File: src/design/bus_ctrl_pkg.sv
// How it works
// - Read/write line is high for the whole of a read and low for the whole of a write.
// - A release request lets any access already under way finish first.
// - While released, address, data, strobe and read/write all float.
// - No new access starts until the request goes away or the inhibit bit is set.
// - Grant goes low only after the bus floats and all accesses are held.
// - Grant returns high when the request ends or the inhibit bit is set, then the bus is driven again.
// - The device stays in reset while the active-low reset input is low.
// - On leaving reset the first fetch reads the reset vector location.
// - The service marker pulses low for one cycle each time the acknowledge instruction runs.
// - Under shutdown the block stops and every pin floats.
// - Data, address, read/write float under shutdown, release or reset, data also for reads; strobe under shutdown or release; grant and marker only under shutdown.
package bus_ctrl_pkg;
    localparam int ADDR_W = 24;
    localparam int DATA_W = 32;
    localparam logic [23:0] RESET_VECTOR_ADDR = 24'h000000;
    localparam logic [23:0] ADDR_RST          = 24'h000000;
    localparam logic [31:0] DATA_RST          = 32'h00000000;

    typedef struct packed {
        logic        valid;
        logic        write;
        logic [23:0] addr;
        logic [31:0] wdata;
    } bus_req_t;

    typedef struct packed {
        logic        done;
        logic [31:0] rdata;
    } bus_rsp_t;

    // Output enables are active low: 0 means driven
    typedef struct packed {
        logic addr_oe_n;
        logic data_oe_n;
        logic rnw_oe_n;
        logic strobe_oe_n;
        logic grant_oe_n;
        logic marker_oe_n;
    } pin_oe_t;

    typedef enum logic [2:0] {
        ST_RESET,
        ST_VECTOR,
        ST_IDLE,
        ST_ACCESS,
        ST_RELEASED
    } bus_state_t;
endpackage : bus_ctrl_pkg

File: src/design/primary_bus_hold_and_control.sv
`timescale 1ns/1ps
module primary_bus_hold_and_control (
    input  wire logic                    core_clk,
    input  wire logic                    reset,
    input  wire logic                    reset_n_pin,
    input  wire logic                    shutdown_float_n,
    input  wire logic                    bus_release_request_n,
    input  wire logic                    release_inhibit_bit,
    input  wire logic                    transfer_ready_in_n,
    input  wire logic                    ack_instr,
    input  wire bus_ctrl_pkg::bus_req_t  core_req,
    output bus_ctrl_pkg::bus_rsp_t       core_rsp,
    output logic                         core_req_ready,
    output logic                         vector_fetch,
    output logic [23:0]                  bus_addr_out,
    output logic [31:0]                  bus_data_out,
    input  wire logic [31:0]             bus_data_in,
    output logic                         read_not_write,
    output logic                         access_strobe_n,
    output logic                         bus_release_grant,
    output logic                         intr_service_marker,
    output bus_ctrl_pkg::pin_oe_t        pin_oe
);
    import bus_ctrl_pkg::*;

    bus_state_t  state_q;
    bus_state_t  state_d;
    logic [23:0] addr_q;
    logic [31:0] wdata_q;
    logic        rnw_q;
    logic        strobe_n_q;
    logic        grant_q;
    logic        rsp_done_q;
    logic [31:0] rsp_data_q;
    logic        vector_q;
    pin_oe_t     oe_q;
    pin_oe_t     oe_d;
    logic        marker_n;

    // ------------------------------------------------------------
    // Decode
    // ------------------------------------------------------------
    wire in_reset   = ~reset_n_pin;
    wire shut       = ~shutdown_float_n;
    wire hold_want  = ~bus_release_request_n & ~release_inhibit_bit;
    wire rdy        = ~transfer_ready_in_n;
    wire acc_done   = (state_q == ST_ACCESS || state_q == ST_VECTOR) & rdy;
    wire start_ok   = (state_q == ST_IDLE) & ~hold_want & core_req.valid;
    wire released   = (state_q == ST_RELEASED);

    // ------------------------------------------------------------
    // Sequencing
    // ------------------------------------------------------------
    always_comb begin
        state_d = state_q;
        case (state_q)
            ST_RESET:    state_d = ST_VECTOR;
            ST_VECTOR:   state_d = rdy ? ST_IDLE : ST_VECTOR;
            ST_IDLE: begin
                if (hold_want) begin
                    state_d = ST_RELEASED;
                end else if (core_req.valid) begin
                    state_d = ST_ACCESS;
                end
            end
            // Release waits for the running access to end
            ST_ACCESS:   state_d = rdy ? ST_IDLE : ST_ACCESS;
            ST_RELEASED: state_d = hold_want ? ST_RELEASED : ST_IDLE;
            default:     state_d = ST_RESET;
        endcase
        if (in_reset || shut) begin
            state_d = ST_RESET;
        end
    end

    // Float conditions per pin group
    always_comb begin
        oe_d             = '0;
        oe_d.addr_oe_n   = shut | released | in_reset;
        oe_d.data_oe_n   = shut | released | in_reset | rnw_q;
        oe_d.rnw_oe_n    = shut | released | in_reset;
        oe_d.strobe_oe_n = shut | released;
        oe_d.grant_oe_n  = shut;
        oe_d.marker_oe_n = shut;
    end

    // ------------------------------------------------------------
    // Registers
    // ------------------------------------------------------------
    always_ff @(posedge core_clk) begin
        if (reset) begin
            state_q <= ST_RESET;
            oe_q    <= '1;
        end else begin
            state_q <= state_d;
            oe_q    <= oe_d;
        end
    end

    always_ff @(posedge core_clk) begin
        if (reset) begin
            addr_q     <= ADDR_RST;
            wdata_q    <= DATA_RST;
            rnw_q      <= 1'b1;
            strobe_n_q <= 1'b1;
            grant_q    <= 1'b1;
            rsp_done_q <= 1'b0;
            rsp_data_q <= DATA_RST;
            vector_q   <= 1'b0;
        end else begin
            rsp_done_q <= acc_done & (state_q == ST_ACCESS);
            vector_q   <= acc_done & (state_q == ST_VECTOR);
            if (acc_done) begin
                rsp_data_q <= bus_data_in;
            end
            if (state_q == ST_RESET && !in_reset && !shut) begin
                addr_q <= RESET_VECTOR_ADDR;
                rnw_q  <= 1'b1;
            end else if (start_ok) begin
                addr_q  <= core_req.addr;
                wdata_q <= core_req.wdata;
                rnw_q   <= ~core_req.write;
            end
            // Strobe low from launch until ready
            strobe_n_q <= ~((state_d == ST_ACCESS) | (state_d == ST_VECTOR));
            // Grant only once the pins are already floating
            grant_q    <= ~(released & hold_want & oe_q.addr_oe_n);
        end
    end

    marker_pulse u_marker (
        .core_clk  (core_clk),
        .reset     (reset),
        .ack_instr (ack_instr & ~shut),
        .marker_n  (marker_n)
    );

    sync_flop #(.W(1), .RST(1'b1)) u_marker_q (
        .core_clk (core_clk),
        .reset    (reset),
        .d        (marker_n),
        .q        (intr_service_marker)
    );

    // ------------------------------------------------------------
    // Outputs
    // ------------------------------------------------------------
    assign bus_addr_out      = addr_q;
    assign bus_data_out      = wdata_q;
    assign read_not_write    = rnw_q;
    assign access_strobe_n   = strobe_n_q;
    assign bus_release_grant = grant_q;
    assign core_rsp          = '{done: rsp_done_q, rdata: rsp_data_q};
    assign vector_fetch      = vector_q;
    assign pin_oe            = oe_q;
    assign core_req_ready    = rsp_done_q;
endmodule : primary_bus_hold_and_control

File: src/design/sync_flop.sv
`timescale 1ns/1ps
// Reset-able register used for the service marker pin
module sync_flop #(
    parameter int          W   = 1,
    parameter logic [W-1:0] RST = '0
) (
    input  wire logic         core_clk,
    input  wire logic         reset,
    input  wire logic [W-1:0] d,
    output logic      [W-1:0] q
);
    always_ff @(posedge core_clk) begin
        if (reset) begin
            q <= RST;
        end else begin
            q <= d;
        end
    end
endmodule : sync_flop

File: src/design/marker_pulse.sv
`timescale 1ns/1ps
// One-cycle active-low pulse per acknowledge instruction
module marker_pulse (
    input  wire logic core_clk,
    input  wire logic reset,
    input  wire logic ack_instr,
    output logic      marker_n
);
    always_ff @(posedge core_clk) begin
        if (reset) begin
            marker_n <= 1'b1;
        end else begin
            marker_n <= ~ack_instr;
        end
    end
endmodule : marker_pulse

File: config.mk
export PLATFORM = sky130hd
export DESIGN_NAME = primary_bus_hold_and_control
export DESIGN_NICKNAME = d
export VERILOG_FILES = /design/src/design/bus_ctrl_pkg.sv /design/src/design/primary_bus_hold_and_control.sv /design/src/design/sync_flop.sv /design/src/design/marker_pulse.sv
export SDC_FILE = /design/constraint.sdc
export NUM_CORES = 1
export LEC_CHECK = 0
export BUFFER_PORTS_ARGS = -buffer_cell sky130_fd_sc_hd__buf_2
export CORE_MARGIN = 4
export CORE_UTILIZATION = 42
export CTS_BUF_LIST = sky130_fd_sc_hd__clkbuf_8
export CTS_CLUSTER_SIZE = 30
export DETAILED_ROUTE_END_ITERATION = 6
export PLACE_DENSITY = 0.81
export SYNTH_ARGS = -nofsm -noshare
export SYNTH_HDL_FRONTEND = slang
export SYNTH_SLANG_ARGS = --single-unit
File: constraint.sdc
create_clock -name core_clk -period 1.25 [get_ports core_clk]
set_input_delay 0.25 -clock core_clk [delete_from_list [all_inputs] [get_ports core_clk]]
set_output_delay 0.25 -clock core_clk [all_outputs]
set_load 0.05 [all_outputs]
# [Word level (Yosys, flattened, before mapping)]
# Index checks and enable logic that the tools add are counted.
[totals] regBits=102 latchBits=0 mem_bits_rw=0 romBits=0 input_bits=98 out_inout_bits=101 wordCells=59 mem_count=0
[op_classes] addsub=0 multipliers=0 div=0 magnitude_cmp=0 n_eq_ne=6 shifts=0 n_mux=7 n_bitwise=24 reduce_logical=7
[ops] op="$pmux W3 S5" n=1
[ops] op="$mux W3" n=4
[ops] op="$not A1 Y1" n=11
[ops] op="$and A1 B1 Y1" n=9
[ops] op="$eq A3 B2 Y1 const B" n=3
[ops] op="$eq A3 B1 Y1 const B" n=2
[ops] op="$or A1 B1 Y1" n=4
[ops] op="$eq A3 B3 Y1 const B" n=1
[ops] op="$logic_not A3 Y1" n=1
[ops] op="$logic_and A1 B1 Y1" n=2
[ops] op="$logic_or A1 B1 Y1" n=2
[ops] op="$mux W2" n=1
[ops] op="$reduce_and A2 Y1" n=1
[ops] op="$reduce_or A2 Y1" n=1
[ops] op="$mux W1" n=1

# [Logic depth before layout (Yosys ltp)]
[depth] ltp_word=8 ltp_mapped=6 mapped_depth_nobuf=3

# [By module]
# From an unflattened synthesis, not the netlist that was laid out.
[hier_totals] cells_unflattened=415 hier_area_um2=3809.9
[by_module_without_submodules] module="primary_bus_hold_and_control" instances=1 cells_per_inst=411 area_per_inst_um2=3757.4 seq_area_each_um2=2001.9
[by_module_without_submodules] module="marker_pulse" instances=1 cells_per_inst=2 area_per_inst_um2=26.3 seq_area_each_um2=20.0
[by_module_without_submodules] module="sync_flop" instances=1 cells_per_inst=2 area_per_inst_um2=26.3 seq_area_each_um2=20.0

# [Least setup slack after synthesis]
# Ideal clock, no wire load.
[synth_path] kind="register to register" startpoint="register state_q[2]" endpoint="register rnw_q (netlist: read_not_write)" setup_time_ps=120 t_arrival_ps=1209 t_required_ps=1130 setup_slack_ps=-79 path_stages_with_launch=6 path_buffers=2 synth_period_minus_slack_ps=1329 cell_sequence="dfxtp_1 buf_4 and4bb_2 buf_6 nand2_2 a211o_1"
[synth_via] elab_chain_cells=4 elab_cells_between_ends=7 cone_classes="eq/ne: 1; bitwise: 2; reduce/logical: 4"
[synth_lines] element="start, declared" line="primary_bus_hold_and_control.sv:26" rtl="bus_state_t state_q;"
[synth_lines] element="start signal, assigned" line="primary_bus_hold_and_control.sv:95" rtl="state_q <= state_d;"
[synth_lines] element="$logic_not A3 Y1" line="primary_bus_hold_and_control.sv:116" rtl="if (state_q == ST_RESET && !in_reset && !shut) begin"
[synth_lines] element="$logic_and A1 B1 Y1 (2 in series)" line="primary_bus_hold_and_control.sv:116"
[synth_lines] element="$reduce_or A2 Y1 (no source line)"
[synth_lines] element="end signal, assigned" line="primary_bus_hold_and_control.sv:122" rtl="rnw_q <= ~core_req.write;"
[synth_lines] element="end, declared" line="primary_bus_hold_and_control.sv:30" rtl="logic rnw_q;"
# Several ways; a longest one is shown, not always the timed one.
# A chain may end at the register's enable or synchronous reset.

# [Final worst setup path]
[layout_path] startpoint="register state_q[0]" endpoint="register rsp_data_q[11]"
[layout_via] elab_chain_cells=3 elab_cells_between_ends=4 cone_classes="eq/ne: 2; bitwise: 1; reduce/logical: 1"
[layout_lines] element="$eq A3 B2 Y1 / $eq A3 B1 Y1 (equally long branches)" line="primary_bus_hold_and_control.sv:47" rtl="wire acc_done = (state_q == ST_ACCESS || state_q == ST_VECTOR) & rdy;"
[layout_lines] element="$logic_or A1 B1 Y1 (*)" line="primary_bus_hold_and_control.sv:47"
[layout_lines] element="$and A1 B1 Y1 (*)" line="primary_bus_hold_and_control.sv:47"
[layout_lines] element="end signal, assigned" line="primary_bus_hold_and_control.sv:114" rtl="rsp_data_q <= bus_data_in;"
[layout_lines] element="end, declared" line="primary_bus_hold_and_control.sv:34" rtl="logic [31:0] rsp_data_q;"
# Every way passes the cells marked *; elsewhere a longest branch is shown, timed or not.

==> reports/qor.yml <==
synth.distinct_cells: 32
r2r_slack_ns: -0.09
hold_viol: 0
synth_area_leaders: "dfxtp_1 (54%), mux2i_1 (8.4%), nand3_1 (7.5%)"
worst_ep_arrival_time_ns: 1.58
drt-wirelength-per-cell_um: 16.3
synth_compound_area_frac: 0.161
synth.ff_latch_count: 102
holdPathStages: 2
status: "complete, but fails checks"
wirelength_um: 11700
gp_congestion: 0.743
vias: 3754
fin_crit_ns: 1.34
clock.fmax_mhz: 746
start_util: 0.433
fin_skew_ns: 0.0133
overflow: 0
syn_avg_cell_area_um2: 9.16
drc: 0
rows: 34
reg2reg_depth: 5
clk_latency_ns: 0.36
endpoint_kind: "flip-flop"
core_um2: 8760
dpl.hpwl_um: 7950
drtPass1Iterations: 4
tns_ns: -2.13
violations: "setup timing"
r2r_end: "rsp_data_q[11]$_SDFFE_PP0P_"
yosys_warnings: 0
final_core_util: 0.637
slew_headroom: 0.752
via_per_inst: 5.22
final_common_cell: "buf_2"
ios: 199
slowest_stage: "dfxtp_4"
clock-sinks: 102
postPlaceCellArea_um2: 4960
syn_area_um2: 3790
synth_top_area_cell: "dfxtp_1"
clk_pin_slew_ns: 0.10
drtIter0Drc: 137
root_buffer: "clkbuf_8"
num-nets-final: 704
cap_violations: 0
setup_ws_ns: -0.0901
synth_xor_area_frac: 0.00231
finalInstanceArea_um2: 5580
layout_common_cells: "buf_2 (143), dfxtp_1 (99), nand3_1 (50)"
critical_path.max_stage_delay_ns: 0.39
grt_pass1_wl_um: 16800
grt_max_degree: 44
crit_chain: "nor3b_4 > buf_6 > buf_12 > mux2i_2 > nor2_1"
die_w_um: 103
antenna_found_initial: 0
track_usage: 0.200
cts_buffer_depth: 2
synth_top_family_by_area: "compound AO/OA/AOI/OAI gates"
ys_seq_area_frac: 0.538
synthSimpleGateAreaFrac: 0.145
hp-class: "in2reg"
dp_cells: 697
worst-slew-pin-transition_ns: 0.372
cts-htree-levels: 3
yosysTopAreaCellShare: 0.538
cts_buffers: 9
synthMuxAreaShare: 0.0844
crit_type: "reg2reg"
cellPowerDensity_nw_per_um2: 1090
post-route-period-util: 1.07
ant_nets: 0
syn2layout_area_growth_pct: 47.2
setup_viol: 75
n_fill_cell: 713
instances_no_fill: 719
synthAdderAreaFrac: 0
crit_end: "rsp_data_q[11]$_SDFFE_PP0P_"
io_buffers: 198
slew_violations: 0
cts_tree: "yes"
reg2reg_from: "state_q[0]$_SDFF_PP0_"
vdd_drop_max_mv: 0.710
syn-num-nets: 512
worstPathRequired_ns: 1.49
netlist_instances: 414
final_layout_size_suffix_gt1_frac: 0.465
startpoint: "state_q[0]$_SDFF_PP0_"
die-area_um2: 10600
cellLeakagePower_nw: 2.29
grt_pass1_vias: 3514
start_kind: "flip-flop"
num_antenna_cells: 0
cp_max_fo: 8
rsz0062_at_grt: "true"
dieHeight_um: 103
[final cells by class]
cell class	instances	area (um2)	share of cell area
clock buffer	10	138	0.0246
clock inverter	6	68.8	0.0123
multi-input combinational	265	1670	0.298
inverter	2	7.51	0.00134
tap	108	135	0.0242
sequential	102	2050	0.367
timing repair buffer	226	1520	0.272
[power by group]
| part | internal, W | switching [W] | total (W) |
|---|---|---|---|
| Sequential | 0.00328 | 0.0000189 | 0.00330 |
| Combinational | 0.000253 | 0.000371 | 0.000624 |
| Clock | 0.000996 | 0.00115 | 0.00215 |
| Total | 0.00453 | 0.00154 | 0.00607 |
[kinds of logic after synthesis]
| family | Yosys count |
|---|---|
| buf+inv | 47 |
| compound gates | 118 |
| mux | 32 |
| simple gates | 114 |
| flops | 102 |
| xor+xnor | 1 |
[worst min-delay path by stage]
| stage | start | end | slack, ns |
|---|---|---|---|
| 4_1_cts | ack_instr | u_marker.marker_n$_SDFF_PP1_ | 0.06 |
| 6_report | ack_instr | u_marker.marker_n$_SDFF_PP1_ | 0.07 |
| 2_1_floorplan | ack_instr | u_marker.marker_n$_SDFF_PP1_ | 0.31 |
| 3_3_place_gp | u_marker.marker_n$_SDFF_PP1_ | u_marker_q.q$_SDFF_PP1_ | 0.40 |
| 3_5_place_dp | u_marker.marker_n$_SDFF_PP1_ | u_marker_q.q$_SDFF_PP1_ | 0.41 |
| 5_1_grt | ack_instr | u_marker.marker_n$_SDFF_PP1_ | 0.08 |
[through the flow]
stage / hold slack (ns) / total power, W / setup WS, ns
final: 0.0684 / 0.00607 / -0.0901
after global routing: 0.0773 / 0.00630 / -0.153
after CTS: 0.0559 / 0.00610 / -0.0628
after detailed placement: 0.408 / 0.00394 / -0.130
after global placement: 0.396 / 0.00393 / -0.0201
after floorplan: 0.312 / 0.00368 / -0.0327
[registers in the layout (all words and copies together), names as in the netlist]
register           cells
bus_data_out          32
rsp_data_q            32
bus_addr_out          24
pin_oe                 4
state_q                3
access_strobe_n        1
bus_release_grant      1
core_req_ready         1
read_not_write         1
u_marker.marker_n      1
u_marker_q.q           1
vector_fetch           1
[what timing repair did]
action,in CTS,in global routing
gates cloned,2,2
endpoints found under the setup margin,100,137
hold buffers,0,0
setup buffers,2,0
pin swaps,4,5
gates resized for setup,25,77
[critical path, delay by kind of cell, from the launching register on]
kind,cells,cell delay (ns)
buffers and inverters,2,0.31
flip-flops,1,0.39
multiplexers,1,0.23
AND/OR/NAND/NOR,2,0.31
[synthesized netlist by cell type]
master and count:
o21ai_1 9, a311o_1 1, nand2_1 7, or3_1 1, nand4bb_1 1, buf_4 4, or2_1 1, dfxtp_1 102
a211o_1 1, nand2_2 1, nor2b_1 1, inv_1 2, a21oi_1 56, o211ai_1 1, or2_2 2, nor3_1 2
a31oi_1 1, buf_6 7, clkbuf_2 2, nand3_1 57, a41o_1 1, o21ai_0 47, clkbuf_1 22, nor3b_1 3
nor4_1 1, nand4b_1 1, buf_2 10, mux2i_1 32, a311oi_1 1, xnor2_1 1, nor2_1 35, and4bb_2 1
[layer usage]
metal	GRT usage	vias up	wire length [um]
met1	0.239	1760	4620
met3	0.0575	13	1080
met5	0	-	0
met4	0.0677	0	145
met2	0.344	148	5850
li1	-	1833	-
Note: power is estimated with default switching activity, not from simulation.
